`config.mk`:
```
export PLATFORM = sky130hd
export DESIGN_NAME = serial_unit
export DESIGN_NICKNAME = d
export VERILOG_FILES = /design/src/logic/su_pkg.sv /design/src/logic/su_fifo.sv /design/src/logic/su_edge.sv /design/src/logic/serial_unit.sv
export VERILOG_INCLUDE_DIRS = /design/src /design/src/logic
export SDC_FILE = /design/constraint.sdc
export NUM_CORES = 1
export LEC_CHECK = 0
export ABC_AREA = 1
export BUFFER_PORTS_ARGS = -buffer_cell sky130_fd_sc_hd__buf_2
export CAP_MARGIN = 20
export CELL_PAD_IN_SITES_DETAIL_PLACEMENT = 0
export CELL_PAD_IN_SITES_GLOBAL_PLACEMENT = 1
export CORE_MARGIN = 2
export CORE_UTILIZATION = 50
export DETAILED_ROUTE_END_ITERATION = 10
export PLACE_DENSITY = 0.95
export SLEW_MARGIN = 20
export SYNTH_ARGS = -nofsm -noshare
export SYNTH_HDL_FRONTEND = slang
export SYNTH_SLANG_ARGS = --single-unit
```
`constraint.sdc`:
```
create_clock -name clock_i -period 7.1 [get_ports clock_i]
set_input_delay 0.71 -clock clock_i [delete_from_list [all_inputs] [get_ports clock_i]]
set_output_delay 0.71 -clock clock_i [all_outputs]
set_load 0.005 [all_outputs]
```
`src/logic/su_params.svh`:
```
`ifndef SU_PARAMS_SVH
`define SU_PARAMS_SVH
// Character width in synchronous mode
`define SU_SYNC_BITS      8
// Data width of a character in asynchronous mode (8 data bits)
`define SU_DATA_BITS      8
// Default baud divider (system clocks per half serial clock period)
`define SU_BAUD_HALF_DEF  16'h0004
// Oversampling ratio in asynchronous mode
`define SU_OVERSAMPLE     16
// Depth of the receive FIFO
`define SU_FIFO_DEPTH     4
// Reset value of the transmit-buffer-empty flag
`define SU_TDE_RESET      1'b1
// Reset value of the transmit-end flag
`define SU_TX_END_FLAG_RESET     1'b1
// Mode select codes
`define SU_MODE_ASYNC     1'b0
`define SU_MODE_SYNC      1'b1
`endif

```
`src/logic/su_pkg.sv`:
```
package su_pkg;
  // Transmit sequencer states
  typedef enum logic [1:0] {
    SU_TX_IDLE  = 2'b00,
    SU_TX_SHIFT = 2'b01,
    SU_TX_STOP  = 2'b10
  } su_tx_state_e;
  // Receive sequencer states
  typedef enum logic [1:0] {
    SU_RX_IDLE  = 2'b00,
    SU_RX_SHIFT = 2'b01,
    SU_RX_STOP  = 2'b10
  } su_rx_state_e;
  // Byte type
  typedef logic [7:0] su_byte_t;
endpackage : su_pkg

```
`src/logic/su_fifo.sv`:
```
`timescale 1ns/1ps
// ==========================================
// Small synchronous FIFO
module su_fifo #(
  parameter int WIDTH = 9,
  parameter int DEPTH = 4
) (
  input  wire logic             clock_i,
  input  wire logic             sys_rst_i,
  input  wire logic             in_valid_i,
  output logic                  in_ready_o,
  input  wire logic [WIDTH-1:0] in_data_i,
  output logic                  out_valid_o,
  input  wire logic             out_ready_i,
  output logic      [WIDTH-1:0] out_data_o
);
  localparam int AW = $clog2(DEPTH);
  logic [WIDTH-1:0] mem_ff [DEPTH];
  logic [AW-1:0]    wr_ptr_ff;
  logic [AW-1:0]    rd_ptr_ff;
  logic [AW:0]      count_ff;
  logic             do_wr;
  logic             do_rd;

  // Handshake terms
  assign in_ready_o  = (count_ff != (AW+1)'(DEPTH));
  assign out_valid_o = (count_ff != '0);
  assign do_wr       = in_valid_i & in_ready_o;
  assign do_rd       = out_valid_o & out_ready_i;
  assign out_data_o  = mem_ff[rd_ptr_ff];

  // Storage
  always_ff @(posedge clock_i) begin
    if (do_wr) begin
      mem_ff[wr_ptr_ff] <= in_data_i;
    end
  end

  // Pointers and fill level
  always_ff @(posedge clock_i or posedge sys_rst_i) begin
    if (sys_rst_i) begin
      wr_ptr_ff <= '0;
      rd_ptr_ff <= '0;
      count_ff  <= '0;
    end else begin
      if (do_wr) begin
        wr_ptr_ff <= (wr_ptr_ff == AW'(DEPTH-1)) ? '0 : wr_ptr_ff + 1'b1;
      end
      if (do_rd) begin
        rd_ptr_ff <= (rd_ptr_ff == AW'(DEPTH-1)) ? '0 : rd_ptr_ff + 1'b1;
      end
      if (do_wr && !do_rd) begin
        count_ff <= count_ff + 1'b1;
      end else if (do_rd && !do_wr) begin
        count_ff <= count_ff - 1'b1;
      end
    end
  end
endmodule : su_fifo

```
`src/logic/su_edge.sv`:
```
`timescale 1ns/1ps
// ==========================================
// Edge detector for the serial clock level
module su_edge (
  input  wire logic clock_i,
  input  wire logic sys_rst_i,
  input  wire logic level_i,
  output logic      rise_o,
  output logic      fall_o
);
  logic prev_ff;

  // Previous level, idles high
  always_ff @(posedge clock_i or posedge sys_rst_i) begin
    if (sys_rst_i) begin
      prev_ff <= 1'b1;
    end else begin
      prev_ff <= level_i;
    end
  end

  assign rise_o = level_i & ~prev_ff;
  assign fall_o = ~level_i & prev_ff;
endmodule : su_edge

```
`src/logic/serial_unit.sv`:
```
`timescale 1ns/1ps
`include "su_params.svh"
module serial_unit
  import su_pkg::*;
#(
  parameter logic [15:0] BAUD_HALF = `SU_BAUD_HALF_DEF,
  parameter int          DEPTH     = `SU_FIFO_DEPTH
) (
  input  wire logic            clock_i,
  input  wire logic            sys_rst_i,
  input  wire logic            sync_mode_i,
  input  wire logic            clock_source_select_hi_i,
  input  wire logic            clock_source_select_lo_i,
  input  wire logic            multiproc_mode_i,
  input  wire logic            parity_enable_i,
  input  wire logic            parity_odd_i,
  input  wire logic            mp_filter_i,
  input  wire logic            tx_enable_i,
  input  wire logic            rx_enable_i,
  input  wire logic            tx_empty_irq_enable_i,
  input  wire logic            rx_irq_enable_i,
  input  wire logic            tx_done_irq_enable_i,
  input  wire logic            tx_write_i,
  input  wire su_pkg::su_byte_t tx_data_i,
  input  wire logic            multiproc_bit_i,
  input  wire logic            rx_read_i,
  input  wire logic            clear_errors_i,
  input  wire logic            serial_clk_in_i,
  input  wire logic            rxd_i,
  output logic                 txd_o,
  output logic                 serial_clk_o,
  output logic                 serial_clk_oe_o,
  output logic                 tx_buffer_empty_flag_o,
  output logic                 tx_end_flag_o,
  output logic                 rx_full_flag_o,
  output su_pkg::su_byte_t     rx_holding_reg_o,
  output logic                 rx_multiproc_bit_o,
  output logic                 overrun_flag_o,
  output logic                 framing_error_flag_o,
  output logic                 parity_error_flag_o,
  output logic                 rx_error_irq_o,
  output logic                 rx_full_irq_o,
  output logic                 tx_empty_irq_o,
  output logic                 tx_done_irq_o,
  output logic [1:0]           irq_top_o
);
  import su_pkg::*;

  // ==========================================
  // Declarations
  su_tx_state_e tx_st_ff;
  su_rx_state_e rx_st_ff;
  su_byte_t     tx_holding_reg_ff;
  logic         tx_mp_bit_ff;
  logic [9:0]   tx_shift_reg_ff;
  logic [3:0]   tx_cnt_ff;
  logic         tde_ff;
  logic         tx_end_flag_ff;
  logic         txd_ff;
  logic [8:0]   rx_shift_reg_ff;
  logic [3:0]   rx_cnt_ff;
  logic         rx_par_ff;
  logic         ovr_ff;
  logic         frm_err_ff;
  logic         per_ff;
  logic         skip_ff;
  logic [15:0]  baud_ff;
  logic         sclk_ff;
  logic [3:0]   os_cnt_ff;
  logic         int_clk;
  logic         any_err;
  logic         sync_rise;
  logic         sync_fall;
  logic         os_tick;
  logic         bit_tick;
  logic         sample_tick;
  logic         tx_load;
  logic         rx_done;
  logic         rx_mp_bit;
  logic         rx_fe;
  logic         rx_pe;
  logic         rx_keep;
  logic         fifo_in_valid;
  logic         fifo_in_ready;
  logic         fifo_out_valid;
  logic         fifo_out_ready;
  logic [8:0]   fifo_out_data;
  logic         rx_run;
  logic         tx_run;
  logic         clk_level;
  logic         full_ff;
  su_byte_t     rdh_ff;
  logic         rmpb_ff;
  logic         tx_busy;

  // ==========================================
  // Clock selection
  // Internal clock unless the external source is picked
  assign int_clk = ~clock_source_select_hi_i;
  assign any_err = ovr_ff | frm_err_ff | per_ff;
  assign tx_busy = (tx_st_ff != SU_TX_IDLE);
  // Sync activity gating by error flags
  assign tx_run  = tx_enable_i & ~(sync_mode_i & any_err);
  assign rx_run  = rx_enable_i & ~(sync_mode_i & any_err);

  // Baud divider, toggles the internal serial clock
  always_ff @(posedge clock_i or posedge sys_rst_i) begin
    if (sys_rst_i) begin
      baud_ff <= 16'h0000;
      sclk_ff <= 1'b1;
    end else if (baud_ff == BAUD_HALF - 16'h0001) begin
      baud_ff <= 16'h0000;
      if (!sync_mode_i) begin
        sclk_ff <= ~sclk_ff;
      end else if (sclk_ff && ((tx_busy && tx_run) || rx_run)) begin
        sclk_ff <= 1'b0; // Falling edge starts a bit
      end else if (!sclk_ff) begin
        sclk_ff <= 1'b1;
      end
    end else begin
      baud_ff <= baud_ff + 16'h0001;
    end
  end

  // Serial clock level seen by the shifters
  assign clk_level = int_clk ? sclk_ff : serial_clk_in_i;

  su_edge u_edge (
    .clock_i   (clock_i),
    .sys_rst_i (sys_rst_i),
    .level_i   (clk_level),
    .rise_o    (sync_rise),
    .fall_o    (sync_fall)
  );

  // Pin stays high when no pulses are due
  assign serial_clk_o    = sclk_ff;
  assign serial_clk_oe_o = int_clk & clock_source_select_lo_i | (int_clk & sync_mode_i);

  // Oversampling tick for asynchronous mode
  always_ff @(posedge clock_i or posedge sys_rst_i) begin
    if (sys_rst_i) begin
      os_cnt_ff <= 4'h0;
    end else if (sync_rise && !sync_mode_i) begin
      os_cnt_ff <= os_cnt_ff + 4'h1;
    end
  end
  assign os_tick     = sync_rise & ~sync_mode_i;
  // One bit per sixteen samples in async, one per falling edge in sync
  assign bit_tick    = sync_mode_i ? sync_fall : (os_tick && os_cnt_ff == 4'hF);
  assign sample_tick = sync_mode_i ? sync_rise : (os_tick && os_cnt_ff == 4'h7);

  // ==========================================
  // Transmitter
  assign tx_load = tx_run && !tde_ff &&
                   ((tx_st_ff == SU_TX_IDLE) ||
                    ((bit_tick || sync_mode_i) && tx_st_ff != SU_TX_IDLE && tx_cnt_ff == 4'h0));

  // Holding register and empty flag
  always_ff @(posedge clock_i or posedge sys_rst_i) begin
    if (sys_rst_i) begin
      tde_ff            <= `SU_TDE_RESET;
      tx_holding_reg_ff <= 8'h00;
      tx_mp_bit_ff      <= 1'b0;
    end else if (!tx_enable_i) begin
      tde_ff <= 1'b1;
    end else if (tx_write_i) begin
      tx_holding_reg_ff <= tx_data_i;
      tx_mp_bit_ff      <= multiproc_bit_i;
      tde_ff            <= 1'b0;
    end else if (tx_load) begin
      tde_ff <= 1'b1;
    end
  end

  // Shifter: sync sends 8 data bits, async frames start/data/stop, extra bit only with multiprocessor or parity
  always_ff @(posedge clock_i or posedge sys_rst_i) begin
    if (sys_rst_i) begin
      tx_st_ff        <= SU_TX_IDLE;
      tx_shift_reg_ff <= 10'h3FF;
      tx_cnt_ff       <= 4'h0;
      tx_end_flag_ff         <= `SU_TX_END_FLAG_RESET;
      txd_ff          <= 1'b1;
    end else if (!tx_enable_i) begin
      tx_st_ff        <= SU_TX_IDLE;
      tx_shift_reg_ff <= 10'h3FF;
      tx_cnt_ff       <= 4'h0;
      tx_end_flag_ff         <= 1'b1;
    end else if (tx_load) begin
      tx_end_flag_ff  <= 1'b0;
      tx_st_ff <= SU_TX_SHIFT;
      if (sync_mode_i) begin
        tx_shift_reg_ff <= {2'b11, tx_holding_reg_ff};
        tx_cnt_ff       <= 4'h8;
      end else if (multiproc_mode_i) begin
        tx_shift_reg_ff <= {1'b1, tx_mp_bit_ff, tx_holding_reg_ff};
        tx_cnt_ff       <= 4'hB;
        txd_ff          <= 1'b0;
      end else if (parity_enable_i) begin
        tx_shift_reg_ff <= {1'b1, ^tx_holding_reg_ff ^ parity_odd_i, tx_holding_reg_ff};
        tx_cnt_ff       <= 4'hB;
        txd_ff          <= 1'b0;
      end else begin
        tx_shift_reg_ff <= {2'b11, tx_holding_reg_ff};
        tx_cnt_ff       <= 4'hA;
        txd_ff          <= 1'b0;
      end
    end else if ((bit_tick || (sync_mode_i && tx_cnt_ff == 4'h0)) && tx_st_ff == SU_TX_SHIFT) begin
      if (tx_cnt_ff == 4'h0) begin
        tx_st_ff <= SU_TX_IDLE;
        tx_end_flag_ff  <= 1'b1;
      end else begin
        // LSB first; final bit level persists
        if (sync_mode_i || tx_cnt_ff != 4'hB) begin
          txd_ff <= tx_shift_reg_ff[0];
          tx_shift_reg_ff <= {1'b1, tx_shift_reg_ff[9:1]};
        end
        tx_cnt_ff <= tx_cnt_ff - 4'h1;
      end
    end
  end
  assign txd_o                  = txd_ff;
  assign tx_buffer_empty_flag_o = tde_ff;
  assign tx_end_flag_o          = tx_end_flag_ff;

  // ==========================================
  // Receiver
  always_ff @(posedge clock_i or posedge sys_rst_i) begin
    if (sys_rst_i) begin
      rx_st_ff        <= SU_RX_IDLE;
      rx_shift_reg_ff <= 9'h000;
      rx_cnt_ff       <= 4'h0;
      rx_par_ff       <= 1'b0;
    end else if (!rx_run) begin
      rx_st_ff  <= SU_RX_IDLE;
      rx_cnt_ff <= 4'h0;
    end else if (sample_tick) begin
      unique case (rx_st_ff)
        SU_RX_IDLE: begin
          if (sync_mode_i) begin
            rx_shift_reg_ff <= {rxd_i, rx_shift_reg_ff[8:1]};
            rx_cnt_ff <= 4'h7;
            rx_st_ff  <= SU_RX_SHIFT;
          end else if (!rxd_i) begin
            rx_cnt_ff <= (multiproc_mode_i || parity_enable_i) ? 4'h9 : 4'h8;
            rx_st_ff  <= SU_RX_SHIFT;
          end
        end
        SU_RX_SHIFT: begin
          rx_shift_reg_ff <= {rxd_i, rx_shift_reg_ff[8:1]};
          rx_cnt_ff       <= rx_cnt_ff - 4'h1;
          if (rx_cnt_ff == 4'h1) begin
            rx_st_ff <= sync_mode_i ? SU_RX_IDLE : SU_RX_STOP;
          end
        end
        SU_RX_STOP: begin
          rx_par_ff <= rxd_i;
          rx_st_ff  <= SU_RX_IDLE;
        end
        default: rx_st_ff <= SU_RX_IDLE;
      endcase
    end
  end

  // Frame completion and decode
  assign rx_done = rx_run && sample_tick &&
                   ((sync_mode_i && rx_st_ff == SU_RX_SHIFT && rx_cnt_ff == 4'h1) ||
                    (!sync_mode_i && rx_st_ff == SU_RX_STOP));
  assign rx_mp_bit = rx_shift_reg_ff[8];
  assign rx_fe   = !sync_mode_i && !rxd_i;
  assign rx_pe   = !sync_mode_i && !multiproc_mode_i && parity_enable_i &&
                   (^rx_shift_reg_ff ^ parity_odd_i);
  // Filter data frames while waiting for an ID
  assign rx_keep = !(multiproc_mode_i && !sync_mode_i && skip_ff && !rx_mp_bit);

  // Completed characters queue here; sync byte uses freshly shifted bit
  assign fifo_in_valid = rx_done && rx_keep;
  su_fifo #(.WIDTH(9), .DEPTH(DEPTH)) u_fifo (
    .clock_i     (clock_i),
    .sys_rst_i   (sys_rst_i),
    .in_valid_i  (fifo_in_valid),
    .in_ready_o  (fifo_in_ready),
    .in_data_i   (sync_mode_i ? {1'b0, rxd_i, rx_shift_reg_ff[8:2]} :
                  (multiproc_mode_i || parity_enable_i) ? {rx_mp_bit, rx_shift_reg_ff[7:0]} :
                  {1'b0, rx_shift_reg_ff[8:1]}),
    .out_valid_o (fifo_out_valid),
    .out_ready_i (fifo_out_ready),
    .out_data_o  (fifo_out_data)
  );
  // Holding register drains the queue only when empty
  assign fifo_out_ready = !full_ff && !ovr_ff;

  // Skip-state tracking for multiprocessor receive
  always_ff @(posedge clock_i or posedge sys_rst_i) begin
    if (sys_rst_i) begin
      skip_ff <= 1'b1;
    end else if (mp_filter_i) begin
      skip_ff <= 1'b1;
    end else if (rx_done && rx_mp_bit) begin
      skip_ff <= 1'b0;
    end
  end

  // Holding register, full flag, error flags; sets win over clears
  always_ff @(posedge clock_i or posedge sys_rst_i) begin
    if (sys_rst_i) begin
      full_ff <= 1'b0;
      rdh_ff  <= 8'h00;
      rmpb_ff <= 1'b0;
      ovr_ff  <= 1'b0;
      frm_err_ff <= 1'b0;
      per_ff  <= 1'b0;
    end else begin
      if (fifo_out_valid && fifo_out_ready) begin
        rdh_ff  <= fifo_out_data[7:0];
        rmpb_ff <= fifo_out_data[8];
        full_ff <= !(frm_err_ff || per_ff);
      end else if (rx_read_i) begin
        full_ff <= 1'b0;
      end
      ovr_ff <= (fifo_in_valid && !fifo_in_ready) | (ovr_ff & ~clear_errors_i);
      frm_err_ff <= (fifo_in_valid && rx_fe) | (frm_err_ff & ~clear_errors_i);
      per_ff <= (fifo_in_valid && rx_pe) | (per_ff & ~clear_errors_i);
    end
  end
  assign rx_full_flag_o       = full_ff;
  assign rx_holding_reg_o     = rdh_ff;
  assign rx_multiproc_bit_o   = rmpb_ff;
  assign overrun_flag_o       = ovr_ff;
  assign framing_error_flag_o = frm_err_ff;
  assign parity_error_flag_o  = per_ff;

  // ==========================================
  // Interrupt requests and priority
  assign rx_error_irq_o = rx_irq_enable_i & any_err;
  assign rx_full_irq_o  = rx_irq_enable_i & full_ff;
  assign tx_empty_irq_o = tx_empty_irq_enable_i & tde_ff & tx_enable_i;
  assign tx_done_irq_o  = tx_done_irq_enable_i & tx_end_flag_ff & tx_enable_i;
  // Highest pending: 0 error, 1 full, 2 empty, 3 end
  always_comb begin
    if (rx_error_irq_o) begin
      irq_top_o = 2'h0;
    end else if (rx_full_irq_o) begin
      irq_top_o = 2'h1;
    end else if (tx_empty_irq_o) begin
      irq_top_o = 2'h2;
    end else begin
      irq_top_o = 2'h3;
    end
  end
endmodule : serial_unit

```
## Word level (Yosys, flattened, before mapping)

Memories as Yosys holds them, arrays and structs flattened. A register that Yosys moved wholly into a read port is not among the register bits.
Cells that the tools add are included.

- Bits in writable memories: 36
- Memories: 1
- Register bits after elaboration: 77
- Word-level logic and storage cells: 229
- Bits of input ports: 28
- Output and inout bits: 24

Memories:

| memory | words | bits a word | read ports | clocked after Yosys merged registers in | write ports | line | text |
|---|---|---|---|---|---|---|---|
| u_fifo.mem_ff | 4 | 9 | 1 | 1 | 1 | su_fifo.sv:18 | `logic [WIDTH-1:0] mem_ff [DEPTH];` |

- Multiplexer cells: 67
- Bitwise logic cells: 34
- Add/sub/neg operators: 8
- Reduce and logical (&&, ||, !) cells: 73
- Eq/ne operators: 23

Operators with widths:

| operator | count |
|---|---|
| 9-bit 2-to-1 mux | 6 |
| 10-bit 2-to-1 mux | 5 |
| 1-bit logical AND | 32 |
| 4-bit 2-to-1 mux | 8 |
| 2-bit 2-to-1 mux | 15 |
| 1-bit 2-to-1 mux | 27 |
| 1-bit AND | 19 |
| 9-bit case mux with 2 select lines | 1 |
| 16-bit by 1-bit adder with 16-bit output (second input constant) | 1 |
| 16-bit by 2-bit == test with 1-bit output (second input constant) | 1 |
| 16-bit 2-to-1 mux | 1 |
| 3-bit by 1-bit != test with 1-bit output (second input constant) | 5 |
| 2-bit nonzero test | 7 |
| 1-bit logical NOT | 12 |
| 3-bit != test (second input constant) | 3 |
| 3-bit AND reduction | 3 |
| 9-bit XOR reduction | 1 |
| 1-bit logical OR | 8 |
| 2-bit != test (second input constant) | 4 |
| 4-bit != test (second input constant) | 2 |
| 4-bit case mux with 2 select lines | 1 |
| 8-bit XOR reduction | 1 |
| 4-bit by 1-bit subtractor with 4-bit output (second input constant) | 2 |
| 1-bit inverter | 7 |
| other kinds (19) | 33 |

## Longest topological paths before layout

- Word-level depth: 13
- Mapped depth: 14
- Mapped depth without buffers: 14

## Modules after synthesis

A second synthesis with hierarchy kept.

- Cell total of the unflattened synthesis: 706
- Area total of the unflattened synthesis: 6,242.2 µm²

By module, submodules not included:

| module | instances | cells each | sequential area each (µm²) | area an instance (µm²) |
|---|---|---|---|---|
| serial_unit | 1 | 536 | 1,919.3 | 4,210.3 |
| su_fifo | 1 | 164 | 1,256.2 | 1,986.9 |
| su_edge | 1 | 6 | 26.3 | 45.0 |

## Worst setup path before layout

OpenSTA, ideal clock, no wires.

- Path kind: input to register
- Start point: input sync_mode_i
- End point: register u_fifo.count_ff[2]
- Setup slack: 4,482 ps
- Data required time: 6,969 ps
- Library setup time: 131 ps
- Arrival time: 2,487 ps
- Stages on the path: 13
- Path buffers: 2
- Cells stage by stage: buf_6 > inv_4 > buf_6 > o31ai_2 > and2_4 > nand3_4 > clkinv_4 > ha_1 > inv_1 > fa_1 > a21oi_1 > o21ai_0 > xor2_1

- Cells in the longest elaborated chain, start to end: 11
- Elaborated cells on any way between the ends: 25
- Classes of those cells: mux: 2; bitwise: 6; reduce/logical: 17

RTL lines:

| item | line | text |
|---|---|---|
| from (decl) | serial_unit.sv:11 | `input wire logic sync_mode_i,` |
| 1-bit inverter | serial_unit.sv:148 | `assign os_tick = sync_rise & ~sync_mode_i;` |
| 1-bit AND | serial_unit.sv:148 |  |
| 1-bit logical AND | serial_unit.sv:151 | `assign sample_tick = sync_mode_i ? sync_rise : (os_tick && os_cnt_ff == 4'h7);` |
| 1-bit 2-to-1 mux | serial_unit.sv:151 |  |
| 1-bit logical AND (2 in series) | serial_unit.sv:266 | `assign rx_done = rx_run && sample_tick &&` |
| 1-bit logical AND (*) | serial_unit.sv:277 | `assign fifo_in_valid = rx_done && rx_keep;` |
| 1-bit AND (*) | su_fifo.sv:28 | `assign do_wr = in_valid_i & in_ready_o;` |
| named net u_fifo.do_wr | su_fifo.sv:22 | `logic do_wr;` |
| 1-bit logical NOT | su_fifo.sv:54 | `end else if (do_rd && !do_wr) begin` |
| 1-bit logical AND | su_fifo.sv:54 |  |
| 2-bit nonzero test (no source line) | -- |  |
| to (signal assigned) | su_fifo.sv:53 | `count_ff <= count_ff + 1'b1;` |
| to (signal assigned) | su_fifo.sv:55 | `count_ff <= count_ff - 1'b1;` |
| to (decl) | su_fifo.sv:21 | `logic [AW:0] count_ff;` |

Mark *: on every way through the listed nets, which the timed path passes. The rest lies on a longest branch.
A chain may end at the register's enable or synchronous reset.

## Final worst setup path

Same ends and word-level chain as after synthesis.

==> qor.csv <==
stage,metric,value,unit
yosys,ys_seq_area_share,52.3,%
layout,drive_gt1_share,18.0,%
timing,setup_ws,4.29,ns
placement,post-place-ws,3.91,ns
yosys,synth-edff-count,36,
grt,grt_max_degree,85,
worst_setup_path,criticalPathCategory,in2reg,
clock_network,clkSinkCount,120,
layout,antenna_cells,0,
placement,globalplace.congestion,0.866,
layout,final_cell_mix,"150 x nand2_1, 82 x inv_1, 69 x dfrtp_1, 56 x nor2_1, 52 x nand3_1",
clock_network,clk_pin_slew,0.05,ns
timing,setup_tns,0,ns
die,core,12000,um^2
timing,drv_slew,0,
status,status,finished clean,
timing,relSlewSlack,46.2,%
die,start_util,51.2,%
die,dieArea,13100,um^2
timing,finalHoldViolCount,0,
worst_setup_path,cp-start-kind,input pin,
yosys,ys.warnings.count,0,
hold_path,hold_path.class,in2async,
timing,setup_violations,0,
timing,worstMarginPinSlew,0.807,ns
clock_network,cts_buffers,17,
layout,final_common_cell,nand2_1,
routing,route.vias.total,4650,
routing,drtIter0Drc,328,
power,power,2.30,mW
layout,fill_cells,991,
power,ir_worst_vdd,0.220,mV
clock_network,postCtsResizedCells,0,
clock_network,insertion_delay,0.41,ns
routing,drc_errors,0,
worst_setup_path,cp_cell_sequence,buf_2 > inv_4 > nand2_1 > nand3_1 > nor2_2 > and2_4 > nand3_4 > clkinv_4 > ha_1 > inv_1 > fa_1 > a21oi_1 > o21ai_0 > xor2_1,
die,io_pins,52,
clock_network,clk_root_buffer_cell,clkbuf_16,
routing,post_drt_via_cell_ratio,5.20,
yosys,synth_area,6120,um^2
routing,routed_wirelength,12400,um
layout,num-nets-final,777,
clock_network,cts_buffer_depth,2,
clock_network,postCtsSetupBuffers,0,
grt,grt_usage,20.2,%
die,die_y,115,um
yosys,synthFlopType,dfrtp_1,
timing,skew,0.00766,ns
grt,antenna_found_initial,0,
worst_setup_path,crit_arrival,3.10,ns
yosys,async_flop_share,70.0,%
grt,grt_pass1_wl,20600,um
yosys,avgSynthCellArea,9.00,um^2
die,rows,40,
yosys,syn_nets,722,
placement,dp_hpwl,8660,um
yosys,syn-instance-count,680,
die,die_x,115,um
layout,syn2layout_area_growth,15.0,%
placement,io_buffers,51,
worst_setup_path,slowest_stage,fa_1,
timing,max_freq,356,MHz
power,power_per_cell_area,327,nW/um^2
clock_network,htree_levels,4,
yosys,ys_ff_latch,120,
layout,final_core_util,58.8,%
routing,wl_per_cell,13.8,um
grt,grt_overflow,0,
worst_setup_path,crit_buf_inv,4,
run,drv_cap,0,
clock_network,cts_tree,yes,
worst_setup_path,critPathCaptureType,flop,
power,p_leak,3.29,nW
worst_setup_path,crit_family,simple AND/OR/NAND/NOR gates,
grt,grt_pass1_vias,4537,
yosys,ys_types,46,
worst_setup_path,cp_max_fo,21,
timing,fin_crit_sh,39.5,%
routing,antenna_left,0,
clock_network,hold_buffers,0,
routing,first_pass_iters,5,
timing,fin_crit,2.81,ns
timing,rsz0062_at_grt,no,
worst_setup_path,required,7.39,ns
worst_setup_path,timing.critical_path.slowest_cell_delay,0.38,ns
[final timing paths]
| path | startpoint | end | slack (ns) | depth (start not counted) |
|---|---|---|---|---|
| max | sync_mode_i | u_fifo.count_ff[2] | 4.29 | 14 |
| min | sys_rst_i | rx_holding_reg_o[2] | 0.46 | 3 |
| max reg2reg | overrun_flag_o | u_fifo.count_ff[2] | 4.41 | 14 |
| min reg2reg | txd_o | txd_o | 0.47 | 2 |
| max in group asynchronous | sys_rst_i | baud_ff[7] | 6.04 | 3 |
| min in group clock_i | txd_o | txd_o | 0.47 | 2 |
[worst register-to-register path: cells and delay by family, from the launching register on]
kind	cells	cell delay, ns
compound gates	2	0.27
xor+xnor	1	0.15
fa+ha+maj	2	0.51
buf+inv	3	0.23
flops	1	0.40
simple gates	6	1.00
[stage by stage]
stage	std cells	hold WS (ns)	instance area, um^2
after floorplan	680	0.442	6120
after global placement	863	0.448	6480
after detailed placement	863	0.461	6480
final	895	0.461	7040
after global routing	895	0.471	7040
after CTS	895	0.458	7040
[power by group]
group	internal (mW)	total, mW	switching [mW]
Clock	0.520	0.806	0.287
Combinational	0.221	0.561	0.340
Sequential	0.835	0.935	0.0995
Total	1.58	2.30	0.726
[cells in the mapped netlist, types with 2 or more instances]
master	count	share of area (%)
nand2_1	150	9.2
inv_1	83	5.1
dfrtp_1	69	28
nor2_1	56	3.4
nand3_1	52	4.3
o21ai_0	40	3.3
edfxtp_1	36	18
a21oi_1	28	2.3
xor2_1	17	2.4
dfstp_2	15	6.4
ha_1	13	2.7
o21ai_1	12	0.98
o22ai_1	12	1.2
nand4_1	11	1.1
xnor2_1	10	1.4
clkbuf_1	8	0.49
nor3_1	7	0.57
mux2_2	6	1.1
buf_2	5	0.41
nor4_1	5	0.51
buf_6	4	0.74
inv_2	4	0.25
nand2_2	4	0.41
nand2_4	3	0.55
nand2_8	3	0.98
nor2_2	3	0.31
inv_4	2	0.20
nand3_2	2	0.33
nand3b_1	2	0.25
or2_2	2	0.20
[sequential cells by signal, indices dropped and copies added (netlist names), 2 cells and up]
name               cells
u_fifo.mem_ff         36
baud_ff               16
rx_shift_reg_ff        9
tx_shift_reg_ff        9
rx_holding_reg_o       8
tx_holding_reg_ff      8
os_cnt_ff              4
rx_cnt_ff              4
tx_cnt_ff              4
u_fifo.count_ff        3
rx_st_ff               2
u_fifo.rd_ptr_ff       2
u_fifo.wr_ptr_ff       2
[per-layer routing]
| layer | track usage (%) | vias up | wire (um) |
|---|---|---|---|
| li1 | - | 2352 | - |
| met3 | 5.82 | 25 | 441 |
| met2 | 32.0 | 106 | 5910 |
| met1 | 25.5 | 2167 | 5730 |
| met4 | 9.35 | 0 | 272 |
| met5 | 0 | - | 0 |
[area by class of cell]
class	count	area [um^2]	area share [%]
well taps	147	184	2.61
clock inverters	10	103	1.46
repair buffers	53	274	3.89
inverters	90	349	4.96
flip-flops and latches	120	3200	45.5
multi-input cells	453	2470	35.1
clock buffers	22	454	6.45
[kinds of logic (layout without fill, tap and decap cells)]
kind of cell | after synthesis | in the layout | synth area share [%]
AOI/OAI and AO/OA | 102 | 102 | 9.38
xor gates and xnor gates | 27 | 27 | 3.86
adders and majority gates | 14 | 14 | 2.98
buffers and inverters | 107 | 175 | 7.31
DFF | 120 | 120 | 52.3
muxes | 6 | 6 | 1.10
and+or+nand+nor | 304 | 304 | 23.1
Power figures use the tool's default switching activity.
